`config.mk`:
```
export PLATFORM = sky130hd
export DESIGN_NAME = ust_sync_tx
export DESIGN_NICKNAME = d
export VERILOG_FILES = /design/src/verilog/ust_pkg.sv /design/src/verilog/ust_sync_tx.sv
export VERILOG_INCLUDE_DIRS = /design/src /design/src/verilog
export SDC_FILE = /design/constraint.sdc
export NUM_CORES = 1
export LEC_CHECK = 0
export ABC_AREA = 1
export BUFFER_PORTS_ARGS = -buffer_cell sky130_fd_sc_hd__buf_2
export CAP_MARGIN = 20
export CORE_ASPECT_RATIO = 0.5
export CORE_MARGIN = 2
export CORE_UTILIZATION = 60
export DETAILED_ROUTE_END_ITERATION = 10
export PLACE_DENSITY = 0.79
export SLEW_MARGIN = 10
export SYNTH_ARGS = -nofsm -noshare
export SYNTH_HDL_FRONTEND = slang
export SYNTH_SLANG_ARGS = --single-unit
```
`constraint.sdc`:
```
create_clock -name clk -period 4.9 [get_ports clk]
set_input_delay 0 -clock clk [delete_from_list [all_inputs] [get_ports clk]]
set_output_delay 0 -clock clk [all_outputs]
set_load 0.05 [all_outputs]
```
`src/verilog/ust_cfg.svh`:
```
// Purpose: Offsets, bit positions, reset values and timing of the port
// Assumes: Included by the bench and the transmitter
// Notes:   Definitions only
`ifndef UST_CFG_SVH
`define UST_CFG_SVH

// Register offsets on the plain register port
`define UST_OFF_GIC   4'h0
`define UST_OFF_PFL   4'h1
`define UST_OFF_PEN   4'h2
`define UST_OFF_PPR   4'h3
`define UST_OFF_RCS   4'h4
`define UST_OFF_HOLD  4'h5
`define UST_OFF_TXS   4'h6
`define UST_OFF_BRG   4'h7
`define UST_OFF_EVT   4'h8
`define UST_OFF_EMSK  4'h9
`define UST_OFF_PINS  4'hA

// Transmit status/control bit positions
`define UST_TXS_CLOCK_SOURCE_SELECT  7
`define UST_TXS_TX9   6
`define UST_TXS_TX_ENABLE  5
`define UST_TXS_SYNC  4
`define UST_TXS_SHIFT_REGISTER_EMPTY  1
`define UST_TXS_TX_NINTH_BIT  0
// Writable bits of transmit status/control
`define UST_TXS_WMSK  8'hF5
// Receive status/control: port enable and writable bits
`define UST_RCS_SERIAL_PORT_ON  7
`define UST_RCS_WMSK  8'hF8
// Buffer-empty flag and its enable
`define UST_PFL_TX_BUFFER_EMPTY_FLAG  4
`define UST_PEN_TX_BUFFER_IRQ_ENABLE  4
// Event bits: frame shifted out, byte moved to shift register
`define UST_EVT_DONE  0
`define UST_EVT_LOAD  1

// Reset values
`define UST_TXS_RST   8'h02
`define UST_REG_RST   8'h00

// Timing in nanoseconds
`define UST_TCY_NS    100
`define UST_CLK_NS    25

`endif

```
`src/verilog/ust_pkg.sv`:
```
// Purpose: Types shared by the transmitter and its bench
// Assumes: Constants live in ust_cfg.svh
// Notes:   Nothing here is imported; use ust_pkg::name
package ust_pkg;
    // Transmit sequencer states
    typedef enum logic [1:0] {
        ST_IDLE,
        ST_LOAD,
        ST_SHIFT
    } ust_tx_e;

    // One register port request
    typedef struct packed {
        logic       wr;
        logic       rd;
        logic [3:0] addr;
        logic [7:0] wdata;
    } ust_bus_s;

    // Drive side of the two port pins
    typedef struct packed {
        logic ckOut;
        logic ckOe;
        logic dtOut;
        logic dtOe;
    } ust_pin_s;
endpackage

```
`src/verilog/ust_sync_tx.sv`:
```
// Purpose: Synchronous master transmit path of a serial port
// Assumes: 40 MHz clk, synchronous active-high rst
// Notes:   Shift clock is made here from the baud divisor
//
// Contract
// - Half duplex: transmit inhibits reception
// - Sync select bit enters synchronous mode
// - Port enable hands pins to clock/data
// - Clock source set: device drives clock
// - No reload before last bit leaves
// - Reload right after last bit if pending
// - Move takes one instruction cycle, sets flag
// - Buffer-empty request gated by enable bit
// - Flag ignores enable; only buffer write clears
// - Shift-empty bit read-only, polled, no interrupt
// - Shift register has no address
// - Ninth bit sent when nine-bit selected
// - Transmit status/control resets to 0x02
`timescale 1ns/1ps
`include "ust_cfg.svh"

module ust_sync_tx #(
    parameter int DATA_W = 8
) (
    input  wire logic             clk,
    input  wire logic             rst,
    input  wire ust_pkg::ust_bus_s busReq,
    output logic [7:0]            rdData,
    input  wire logic             ckIn,
    input  wire logic             dtIn,
    output ust_pkg::ust_pin_s     pins,
    output logic                  rxInhibit,
    output logic                  irq
);
    // Registers are byte wide; the logic serves nothing else
    if (DATA_W != 8) begin : g_chk
        $error("ust_sync_tx: DATA_W must be 8");
    end

    // Clocks per instruction cycle, rounded up
    localparam int TCY_CYC =
        (`UST_TCY_NS + `UST_CLK_NS - 1) / `UST_CLK_NS;
    localparam logic [2:0] LOAD_LAST = 3'(TCY_CYC - 1);

    // Software-visible state
    logic [7:0] gic_r;     // Global interrupt control, storage
    logic [7:0] pen_r;     // Peripheral enables
    logic [7:0] ppr_r;     // Peripheral priorities, storage
    logic [7:0] rcs_r;     // Receive status/control
    logic [7:0] txs_r;     // Transmit status/control, writable bits
    logic [7:0] hold_r;    // Holding buffer
    logic [7:0] brg_r;     // Baud divisor
    logic       tx_buffer_empty_flag_r;    // Buffer-empty flag
    logic       pend_r;    // Holding buffer has a byte
    logic [1:0] evt_r;     // Sticky events
    logic [1:0] emsk_r;    // Event mask
    logic [7:0] rdData_r;  // Read data, one cycle after strobe

    // Transmit sequencer state
    ust_pkg::ust_tx_e state_r;
    logic [2:0] loadCnt_r; // Clocks spent moving a byte
    logic [8:0] divCnt_r;  // Half shift-clock divider
    logic [3:0] bitCnt_r;  // Bits sent in this frame
    logic [8:0] tsr_r;     // Shift register, not addressable
    logic       ckLvl_r;   // Shift clock level
    logic       dt_r;      // Data level

    // Pin synchronisers; first stage read only by second
    logic [1:0] ckSync_r;
    logic [1:0] dtSync_r;

    // Decoded bus strobes
    logic txWr;
    logic wrPen, wrGic, wrPpr, wrRcs, wrTxs, wrBrg, wrEvt, wrEmsk;
    assign txWr   = busReq.wr && busReq.addr == `UST_OFF_HOLD;
    assign wrGic  = busReq.wr && busReq.addr == `UST_OFF_GIC;
    assign wrPen  = busReq.wr && busReq.addr == `UST_OFF_PEN;
    assign wrPpr  = busReq.wr && busReq.addr == `UST_OFF_PPR;
    assign wrRcs  = busReq.wr && busReq.addr == `UST_OFF_RCS;
    assign wrTxs  = busReq.wr && busReq.addr == `UST_OFF_TXS;
    assign wrBrg  = busReq.wr && busReq.addr == `UST_OFF_BRG;
    assign wrEvt  = busReq.wr && busReq.addr == `UST_OFF_EVT;
    assign wrEmsk = busReq.wr && busReq.addr == `UST_OFF_EMSK;

    // Mode decode
    logic serial_port_on, sync, clock_source_select, run, nine;
    assign serial_port_on = rcs_r[`UST_RCS_SERIAL_PORT_ON];
    assign sync = txs_r[`UST_TXS_SYNC];
    assign clock_source_select = txs_r[`UST_TXS_CLOCK_SOURCE_SELECT];
    // Shifting needs all of mode, pins, master clock and enable
    assign run  = serial_port_on && sync && clock_source_select && txs_r[`UST_TXS_TX_ENABLE];
    assign nine = txs_r[`UST_TXS_TX9];

    // Sequencer decode
    logic stLoad, stShift, halfTick, lastBit, frameEnd;
    logic loadEnd, loadStart;
    assign stLoad   = state_r == ust_pkg::ST_LOAD;
    assign stShift  = state_r == ust_pkg::ST_SHIFT;
    // Half period is 2*(divisor+1) clocks, bit is 4*(divisor+1)
    assign halfTick = divCnt_r == {brg_r, 1'b1};
    assign lastBit  = bitCnt_r == (nine ? 4'h8 : 4'h7);
    // Falling clock edge of the final bit ends the frame
    assign frameEnd = stShift && halfTick && ckLvl_r && lastBit;
    assign loadEnd  = stLoad && loadCnt_r == LOAD_LAST;
    // Byte leaves the buffer when idle or right at frame end
    assign loadStart = run && pend_r &&
        (state_r == ust_pkg::ST_IDLE || frameEnd);

    // Plain storage registers
    always_ff @(posedge clk) begin
        if (rst) begin
            gic_r  <= `UST_REG_RST;
            pen_r  <= `UST_REG_RST;
            ppr_r  <= `UST_REG_RST;
            brg_r  <= `UST_REG_RST;
            hold_r <= `UST_REG_RST;
            emsk_r <= 2'h0;
        end else begin
            if (wrGic)  gic_r  <= busReq.wdata;
            if (wrPen)  pen_r  <= busReq.wdata;
            if (wrPpr)  ppr_r  <= busReq.wdata;
            if (wrBrg)  brg_r  <= busReq.wdata;
            if (txWr)   hold_r <= busReq.wdata;
            if (wrEmsk) emsk_r <= busReq.wdata[1:0];
        end
    end

    // Mode registers; shift-empty bit is never stored
    always_ff @(posedge clk) begin
        if (rst) begin
            txs_r <= `UST_TXS_RST & `UST_TXS_WMSK;
            rcs_r <= `UST_REG_RST;
        end else begin
            if (wrTxs) txs_r <= busReq.wdata & `UST_TXS_WMSK;
            if (wrRcs) rcs_r <= busReq.wdata & `UST_RCS_WMSK;
        end
    end

    // Pending byte: a new write wins over the move out
    always_ff @(posedge clk) begin
        if (rst) begin
            pend_r <= 1'b0;
        end else if (txWr) begin
            pend_r <= 1'b1;
        end else if (loadStart) begin
            pend_r <= 1'b0;
        end
    end

    // Buffer-empty flag: set after the move, cleared by a buffer write
    // Writes to the flag register itself have no effect
    always_ff @(posedge clk) begin
        if (rst) begin
            tx_buffer_empty_flag_r <= 1'b0;
        end else if (loadEnd && !pend_r && !txWr) begin
            tx_buffer_empty_flag_r <= 1'b1;
        end else if (txWr) begin
            tx_buffer_empty_flag_r <= 1'b0;
        end
    end

    // Sticky events, write one to clear, set wins
    always_ff @(posedge clk) begin
        if (rst) begin
            evt_r <= 2'h0;
        end else begin
            evt_r[`UST_EVT_DONE] <= frameEnd ||
                (evt_r[`UST_EVT_DONE] &&
                 !(wrEvt && busReq.wdata[`UST_EVT_DONE]));
            evt_r[`UST_EVT_LOAD] <= loadEnd ||
                (evt_r[`UST_EVT_LOAD] &&
                 !(wrEvt && busReq.wdata[`UST_EVT_LOAD]));
        end
    end

    // Transmit sequencer
    always_ff @(posedge clk) begin
        if (rst) begin
            state_r   <= ust_pkg::ST_IDLE;
            loadCnt_r <= 3'h0;
            divCnt_r  <= 9'h000;
            bitCnt_r  <= 4'h0;
            tsr_r     <= 9'h000;
            ckLvl_r   <= 1'b0;
            dt_r      <= 1'b0;
        end else if (!run) begin
            // Leaving the mode abandons a frame; clock idles low
            state_r <= ust_pkg::ST_IDLE;
            ckLvl_r <= 1'b0;
        end else if (loadStart) begin
            // Byte is copied here; a buffer write in this same cycle
            // stays pending for the next frame instead of being lost
            // Ninth bit rides above the byte
            state_r   <= ust_pkg::ST_LOAD;
            loadCnt_r <= 3'h0;
            tsr_r     <= {nine & txs_r[`UST_TXS_TX_NINTH_BIT], hold_r};
            ckLvl_r   <= 1'b0;
        end else begin
            case (state_r)
                ust_pkg::ST_IDLE: begin
                    // Clock rests low with nothing pending
                    ckLvl_r <= 1'b0;
                end
                ust_pkg::ST_LOAD: begin
                    // Move lasts one instruction cycle
                    loadCnt_r <= loadCnt_r + 3'h1;
                    if (loadEnd) begin
                        state_r  <= ust_pkg::ST_SHIFT;
                        divCnt_r <= 9'h000;
                        bitCnt_r <= 4'h0;
                        dt_r     <= tsr_r[0];
                    end
                end
                ust_pkg::ST_SHIFT: begin
                    // Divider restarts each half so both halves match
                    divCnt_r <= halfTick ? 9'h000 : divCnt_r + 9'h001;
                    if (halfTick) begin
                        ckLvl_r <= !ckLvl_r;
                        // Data moves on the falling edge, LSB first
                        if (ckLvl_r && !lastBit) begin
                            bitCnt_r <= bitCnt_r + 4'h1;
                            tsr_r    <= {1'b0, tsr_r[8:1]};
                            dt_r     <= tsr_r[1];
                        end else if (ckLvl_r) begin
                            state_r <= ust_pkg::ST_IDLE;
                        end
                    end
                end
                default: begin
                    state_r <= ust_pkg::ST_IDLE;
                end
            endcase
        end
    end

    // Pin level synchronisers
    always_ff @(posedge clk) begin
        if (rst) begin
            ckSync_r <= 2'h0;
            dtSync_r <= 2'h0;
        end else begin
            ckSync_r <= {ckSync_r[0], ckIn};
            dtSync_r <= {dtSync_r[0], dtIn};
        end
    end

    // Read mux; the shift register has no slot here
    logic [7:0] rdMux;
    always_comb begin
        case (busReq.addr)
            `UST_OFF_GIC:  rdMux = gic_r;
            `UST_OFF_PFL:  rdMux = 8'(tx_buffer_empty_flag_r) << `UST_PFL_TX_BUFFER_EMPTY_FLAG;
            `UST_OFF_PEN:  rdMux = pen_r;
            `UST_OFF_PPR:  rdMux = ppr_r;
            `UST_OFF_RCS:  rdMux = rcs_r;
            `UST_OFF_HOLD: rdMux = hold_r;
            `UST_OFF_TXS:  rdMux = txs_r |
                (8'(!stShift) << `UST_TXS_SHIFT_REGISTER_EMPTY);
            `UST_OFF_BRG:  rdMux = brg_r;
            `UST_OFF_EVT:  rdMux = {6'h00, evt_r};
            `UST_OFF_EMSK: rdMux = {6'h00, emsk_r};
            `UST_OFF_PINS: rdMux = {6'h00, ckSync_r[1], dtSync_r[1]};
            default:       rdMux = 8'h00;
        endcase
    end

    // Read data valid only in the cycle after the strobe
    // Zero elsewhere, so a late sample never sees stale data
    always_ff @(posedge clk) begin
        if (rst) begin
            rdData_r <= 8'h00;
        end else begin
            rdData_r <= busReq.rd ? rdMux : 8'h00;
        end
    end
    assign rdData = rdData_r;

    // Pins; data released whenever no frame is in progress
    assign pins.ckOut = ckLvl_r;
    assign pins.ckOe  = serial_port_on && sync && clock_source_select;
    assign pins.dtOut = dt_r;
    assign pins.dtOe  = serial_port_on && sync && stShift;
    // Receiver must stay off while a byte is in flight
    assign rxInhibit  = state_r != ust_pkg::ST_IDLE;

    // Shift-empty raises nothing; only the flag and events do
    // Global control and priorities are storage only here
    assign irq = (tx_buffer_empty_flag_r && pen_r[`UST_PEN_TX_BUFFER_IRQ_ENABLE]) ||
                 |(evt_r & emsk_r);
endmodule
```
# == After elaboration in Yosys (flattened, before gate mapping) ==
# Index checks and enable logic that the tools add are counted.
# op_classes
mux,31
n_reduce_logical,60
n_addsub,3
n_eq_ne,25
n_bitwise,7
# ops
op,n
case mux 8 bit (11 select lines),1
2-to-1 mux 9 bit,6
logical AND 1 bit,27
case mux 9 bit (2 select lines),1
nonzero test 2 bit,9
"equality test 4 x 3 -> 1 bit, second input constant",4
2-to-1 mux 4 bit,4
"equality test 4 bit, second input constant",3
AND reduction 5 bit,2
"adder 9 x 1 -> 9 bit, second input constant",1
equality test 9 bit,1
2-to-1 mux 1 bit,9
"equality test 4 x 2 -> 1 bit, second input constant",2
2-to-1 mux 2 bit,4
OR 8 x 2 -> 8 bit,1
case mux 4 bit (2 select lines),1
AND reduction 4 bit,2
logical NOT 1 bit,7
2-to-1 mux 3 bit,2
"inequality test 2 x 1 -> 1 bit, second input constant",3
"inequality test 2 bit, second input constant",3
"inequality test 3 x 1 -> 1 bit, second input constant",2
case mux 2 bit (3 select lines),1
AND reduction 6 bit,1
other kinds (19),29
# word_totals
output_inout_bits,14
ff_bits,98
word_cells,148

# == Depth between registers and ports, before layout ==
# Gate-level depths: netlist of run 1.
# depth
word_depth,8
ltp_mapped,14
ltp_nobuf,13

# == Worst setup path before layout of run 1 ==
# Ideal clock, no wire load.
# synth_path
kind,register to register
from,register rcs_r[7]
to,register bitCnt_r[3]
setup_ns,0.070
slack_ns,2.889
path_stages_with_launch,8
n_path_buf,1
period_less_slack_ns,2.011
arrival_time_ns,1.941
path_cell_list,dfxtp_1 -> nand2_1 -> nor2_2 -> nand2_1 -> nor3b_4 -> buf_2 -> nand4_1 -> a21oi_1
# synth_lines
item,line_no,text
from (decl),ust_sync_tx.sv:49,logic [7:0] rcs_r;
from (signal assigned),ust_sync_tx.sv:132,rcs_r <= `UST_REG_RST;
from (signal assigned),ust_sync_tx.sv:135,if (wrRcs) rcs_r <= busReq.wdata & `UST_RCS_WMSK;
to (signal assigned),ust_sync_tx.sv:221,bitCnt_r <= bitCnt_r + 4'h1;
to (decl),ust_sync_tx.sv:63,logic [3:0] bitCnt_r;

# == Worst setup path after layout of run 1 ==
# layout_path
from,register rcs_r[7]
to,register bitCnt_r[0]
# layout_between
elab_chain_cells,7
# layout_rtl
item,line_no,text
logical AND 1 bit (*) (3 in a row),ust_sync_tx.sv:91,assign run = serial_port_on && sync && clock_source_select && txs_r[`UST_TXS_TX_ENABLE];
logical AND 1 bit (2 in a row),ust_sync_tx.sv:106,assign loadStart = run && pend_r &&
NOT 1 bit (no source line),--,
AND reduction 6 bit (no source line) (*),--,
# Mark *: on every way between the ends. The rest lies on a longest branch, timed or not.
# A chain may end at the register's enable or synchronous reset.

==> flow_metrics.tcl, run 1 <==
set metrics [dict create \
    arrival_ns 2.46 \
    synth_area_um2 4650 \
    drtIter0Drc 484 \
    ys.flop_type "dfxtp_1" \
    hold_viol 0 \
    min_path_type "in -> reg" \
    grt_pass1_wl_um 19200 \
    ant_nets 0 \
    htree_levels 3 \
    numCtsBuffers 9 \
    worstSetupPathDepth 7 \
    track_usage 0.294 \
    swShare 0.231 \
    antenna_cells 0 \
    synth-edff-count 0 \
    startpoint "rcs_r[7]" \
    gp_congestion 0.999 \
    drive_gt1_frac 0.0948 \
    setup_viol 0 \
    ys_async_sr_fraction 0 \
    combPwrFrac 0.051 \
    crit_family "simple AND/OR/NAND/NOR gates" \
    dp_hpwl_um 8500 \
    critPathBufInv 0 \
    die_y_um 66.3 \
    timing.fmax_mhz 449 \
    final.setup.tns_ns 0 \
    p_seq_frac 0.509 \
    grt-ovfl-total 0 \
    path_cells "nand2_1, nor2_2, nand2_1, nor3b_4, nand3_1, a21oi_1, nor2_1" \
    crit_path_frequent_cell "nand2_1" \
    drc 0 \
    vias_per_cell 5.82 \
    fin_crit_sh 0.454 \
    io_buffers 31 \
    clock_sinks 98 \
    worstSkewPairLatency_ns 0.34 \
    clock_skew_ns 0.00863 \
    slew_headroom 0.443 \
    root_buffer "clkbuf_16" \
    crit_fanout 14 \
    cts_hold_buffers 2 \
    rrSetupSlack_ns 2.68 \
    pwr_density_cell_nw_per_um2 311 \
    wl_um 12000 \
    worst_pin_slew_ns 0.835 \
    setup.worst_path.end_class "flop" \
    internal_power_uw 1230 \
    core_um2 7430 \
    cts_resized 0 \
    syn_inst 652 \
    required_ns 5.14 \
    initial_utilization 0.626 \
    cpPeakStageDelay_ns 0.66 \
    syn_to_final_growth_pct 10.2 \
    cts_buffer_depth 2 \
    period_needed_ns 2.22 \
    slew_viol_final 0 \
    wl_per_cell_um 15.6 \
    rows 22 \
    hp-start "busReq[6]" \
    worstSetupPathType "reg -> reg" \
    syn_avg_cell_area_um2 7.13 \
    critPathCapture "bitCnt_r[0]" \
    leakagePower_uw 0.00198 \
    pin_count 32 \
    rsz0062_at_grt "false" \
    drtPass1Iterations 5 \
    cts_tree "done" \
    dp_slack_ns 2.79 \
    synth-seq-cells 98 \
    vdd_drop_max_v 0.000225 \
    reg2reg_from "rcs_r[7]" \
    worst_r2r_path_depth 7 \
    r2r-end "bitCnt_r[0]" \
    switching_power_uw 369 \
    syn-num-nets 677 \
    cpMaxStageDelayCell "nor3b_4" \
    postCtsSetupRepairBufs 0 \
    vias 4485 \
    final.setup.worst_slack_ns 2.68 \
    worstSetupStartpointType "flop" \
    outcome "complete, no violations" \
    clkTransAtPathRegs_ns 0.07 \
    nets 695 \
    ys_types 37 \
    cap_violations 0 \
    die_area_um2 8510 \
    ys_seq_area_frac 0.422 \
    clkPwrFrac 0.440 \
    grt_pass1_vias 3768 \
    grt_max_degree 39 \
    die_x_um 129 \
    yosysWarnings 0 \
    antenna_found_initial 0 \
]
-- cells in the final DEF, fill, tap and decap left out, types with 3 or more instances in the layout --
master	synthesis	layout
nand2_1	106	106
dfxtp_1	98	98
inv_1	85	85
a21oi_1	74	74
nand3_1	64	64
nor2_1	62	62
o21ai_0	46	46
buf_2	6	31
o22ai_1	17	17
nor3_1	11	11
nand4_1	10	10
clkbuf_16	0	9
xor2_1	7	7
ha_1	7	7
nor2_2	4	4
xnor2_1	4	4
a2111oi_0	4	4
a221oi_1	3	3
-- cell families (layout without fill, tap and decap cells) --
kind of cell,count (synthesis),count (layout),synth area share
xor+xnor,11,11,0.0207
fa+ha+maj,7,7,0.0188
compound gates,154,154,0.182
simple gates,267,267,0.258
flops,98,98,0.422
buf+inv,114,137,0.0969
mux,1,1,0.00215
-- cells in the mapped netlist (2+ instances only) --
cell | number | area, um2
nand2_1 | 106 | 398
dfxtp_1 | 98 | 1960
inv_1 | 85 | 319
a21oi_1 | 74 | 370
nand3_1 | 64 | 320
nor2_1 | 62 | 233
o21ai_0 | 46 | 230
o22ai_1 | 17 | 106
clkbuf_1 | 16 | 60.1
nor3_1 | 11 | 55.1
nand4_1 | 10 | 62.6
ha_1 | 7 | 87.6
xor2_1 | 7 | 61.3
buf_2 | 6 | 30.0
a2111oi_0 | 4 | 35.0
nor2_2 | 4 | 25.0
xnor2_1 | 4 | 35.0
a221oi_1 | 3 | 26.3
a21oi_2 | 2 | 17.5
a31oi_1 | 2 | 12.5
and2_1 | 2 | 12.5
buf_1 | 2 | 7.51
buf_4 | 2 | 15.0
inv_2 | 2 | 7.51
nand2_2 | 2 | 12.5
nand2_4 | 2 | 22.5
o211ai_1 | 2 | 15.0
-- sequential cells by signal (all words and copies together) (netlist names), 2 cells and up --
signal and count:
tsr_r 9, loadCnt_r 3, state_r 2, rdData 8
hold_r 8, ckSync_r 2, dtSync_r 2, txs_r 6
divCnt_r 9, pen_r 8, brg_r 8, rcs_r 5
bitCnt_r 4, ppr_r 8, gic_r 8, emsk_r 2
evt_r 2
-- power groups by stage --
stage | Combinational [uW] | Clock [uW] | Sequential [uW]
5_1_grt | 89.1 | 740 | 812
3_5_place_dp | 77.0 | 0 | 830
2_1_floorplan | 46.6 | 0 | 830
3_3_place_gp | 76.4 | 0 | 829
4_1_cts | 78.7 | 712 | 812
6_report | 81.0 | 702 | 812
-- final cells by class --
cell class              instances  area (um2)
flip-flops and latches         98        1960
inverters                      87         327
repair buffers                 34         183
clock buffers                  10         229
well taps                      96         120
clock inverters                 6        66.3
multi-input cells             440        2240
fillers                       654        2310
-- layer usage --
| metal | global-route usage | share of wire | up-vias |
|---|---|---|---|
| li1 | - | - | 2200 |
| met1 | 0.440 | 0.47 | 2029 |
| met2 | 0.428 | 0.41 | 246 |
| met3 | 0.0663 | 0.11 | 10 |
| met4 | 0.0720 | 0.0086 | 0 |
| met5 | 0 | 0 | - |
-- worst min path at each step --
stage	to	slack (ns)	cells after the start
2_1_floorplan	ckSync_r[0]	0.11	2
6_report	ppr_r[6]	0.01	3
5_1_grt	rcs_r[4]	0.006	3
3_5_place_dp	dtSync_r[0]	0.20	3
4_1_cts	ppr_r[6]	0.00008	3
3_3_place_gp	ckSync_r[0]	0.20	3
-- metrics by stage --
stage | power, uW | instances | cell area (um2) | hold slack, ns | utilization
floorplan | 876 | 652 | 4650 | 0.107 | -
global placement | 906 | 753 | 4810 | 0.199 | 0.647
detailed placement | 907 | 753 | 4810 | 0.205 | 0.647
CTS | 1600 | 771 | 5120 | 0.0000771 | 0.690
global route | 1640 | 771 | 5120 | 0.00606 | 0.690
finish | 1600 | 771 | 5120 | 0.0112 | 0.690
-- worst register-to-register path, cell delays in order, from the launching register on --
cell	delay, ns
dfxtp_1	0.34
nand2_1	0.13
nor2_2	0.19
nand2_1	0.22
nor3b_4	0.66
nand3_1	0.32
a21oi_1	0.22
nor2_1	0.06
Power figures use the tool's default switching activity.
==> run 2: changes to the inputs <==
- clock period: 4.9 -> 2.2 ns (I/O delays scaled with it)
==> flow_metrics.tcl, run 2 (synthesis gave the netlist of run 1 again) <==
set metrics [dict create \
    die_area_um2 8510 \
    min_path_type "in -> reg" \
    timing.fmax_mhz 489 \
    worst_pin_slew_ns 0.481 \
    path_cells "nand2_1, nor2_2, nand2_1, a21oi_2, nand4_2, nand2_4, nand2_4, nand3_2, nand2_1, inv_1, nor2_1" \
    drtPass1Iterations 5 \
    postCtsSetupRepairBufs 0 \
    clock_skew_ns 0.00554 \
    vdd_drop_max_v 0.000389 \
    ant_nets 0 \
    die_y_um 66.3 \
    outcome "complete, no violations" \
    grt_pass1_wl_um 19900 \
    dp_hpwl_um 8560 \
    track_usage 0.305 \
    gp_congestion 0.937 \
    pwr_density_cell_nw_per_um2 674 \
    fin_crit_sh 0.930 \
    rows 22 \
    worstSetupStartpointType "flop" \
    root_buffer "clkbuf_16" \
    wl_um 12200 \
    rsz0062_at_grt "false" \
    arrival_ns 2.29 \
    grt-ovfl-total 0 \
    clock_sinks 98 \
    die_x_um 129 \
    slew_headroom 0.671 \
    leakagePower_uw 0.00202 \
    core_um2 7430 \
    slew_viol_final 0 \
    mostFrequentLayoutCells "106 x nand2_1, 98 x dfxtp_1, 84 x inv_1" \
    drc 0 \
    wl_per_cell_um 15.5 \
    worstSetupPathType "reg -> reg" \
    worstSkewPairLatency_ns 0.35 \
    nets 706 \
    required_ns 2.45 \
    cts_tree "done" \
    period_needed_ns 2.05 \
    io_buffers 31 \
    vias_per_cell 5.73 \
    final_common_cell "nand2_1" \
    setup_viol 0 \
    crit_path_frequent_cell "nand2_1" \
    antenna_cells 0 \
    antenna_found_initial 0 \
    cpPeakStageDelay_ns 0.44 \
    drtIter0Drc 480 \
    vias 4483 \
    cap_violations 0 \
    setup.worst_path.end_class "flop" \
    clkTransAtPathRegs_ns 0.07 \
    hold_viol 0 \
    pin_count 32 \
    crit_family "simple AND/OR/NAND/NOR gates" \
    top_regs "divCnt_r (9), tsr_r (9)" \
    cpMaxStageDelayCell "dfxtp_1" \
    crit_fanout 31 \
    cts_buffer_depth 2 \
    drive_gt1_frac 0.114 \
    grt_pass1_vias 3946 \
    syn_to_final_growth_pct 12.1 \
    initial_utilization 0.626 \
    critPathBufInv 1 \
    final.setup.tns_ns 0 \
    numCtsBuffers 9 \
    fin_util 0.701 \
    grt_max_degree 38 \
    htree_levels 3 \
]
[run 2: final timing paths]
check,startpoint,end,slack (ns),depth (start not counted)
worst min register to register,ckSync_r[0],ckSync_r[1],0.40,2
worst max-delay path,bitCnt_r[2],bitCnt_r[1],0.15,11
worst max register to register,bitCnt_r[2],bitCnt_r[1],0.15,11
worst min-delay path,busReq[6],ppr_r[6],0.01,3
[run 2: worst reg2reg max path, stage by stage, from the launching register on]
cell	delay, ns
dfxtp_1	0.44
nand2_1	0.10
nor2_2	0.15
nand2_1	0.10
a21oi_2	0.21
nand4_2	0.18
nand2_4	0.16
nand2_4	0.23
nand3_2	0.21
nand2_1	0.08
inv_1	0.05
nor2_1	0.04
[run 2: timing repair]
action | in CTS | in global routing
resized for setup | 0 | 3
hold endpoints to repair | 3 | 0
hold buffers | 3 | 0
endpoints found under the setup margin | 0 | 12
[run 2: layout make-up]
class	instances	area [um2]
clock buffers	10	239
clock inverters	6	47.5
fillers	668	2220
inverters	87	327
multi-input cells	440	2250
flip-flops and latches	98	1960
well taps	96	120
repair buffers	45	268
[run 2: through the flow]
| step | std cells | hold WS, ns | cell area [um2] | power [uW] | setup slack [ns] |
|---|---|---|---|---|---|
| detailed placement | 763 | 0.206 | 4880 | 2020 | 0.160 |
| floorplan | 652 | 0.107 | 4650 | 1950 | 0.189 |
| global route | 782 | 0.0136 | 5210 | 3620 | 0.0186 |
| global placement | 763 | 0.202 | 4880 | 2020 | 0.230 |
| finish | 782 | 0.0125 | 5210 | 3510 | 0.155 |
| CTS | 782 | 0.00294 | 5200 | 3530 | 0.124 |
[run 2: power by group]
group | switching [uW] | leakage, uW | internal (uW)
clock | 709 | 0.000140 | 810
sequential | 10.3 | 0.000792 | 1800
combinational | 132 | 0.00109 | 52.7
[run 2: per-layer routing]
layer | part of all wire | GRT usage | vias to the layer above | wire [um]
met3 | 0.092 | 0.0680 | 19 | 1120
met1 | 0.49 | 0.446 | 2047 | 5920
li1 | - | - | 2222 | -
met4 | 0.011 | 0.0761 | 0 | 133
met2 | 0.41 | 0.455 | 195 | 4970
met5 | 0 | 0 | - | 0
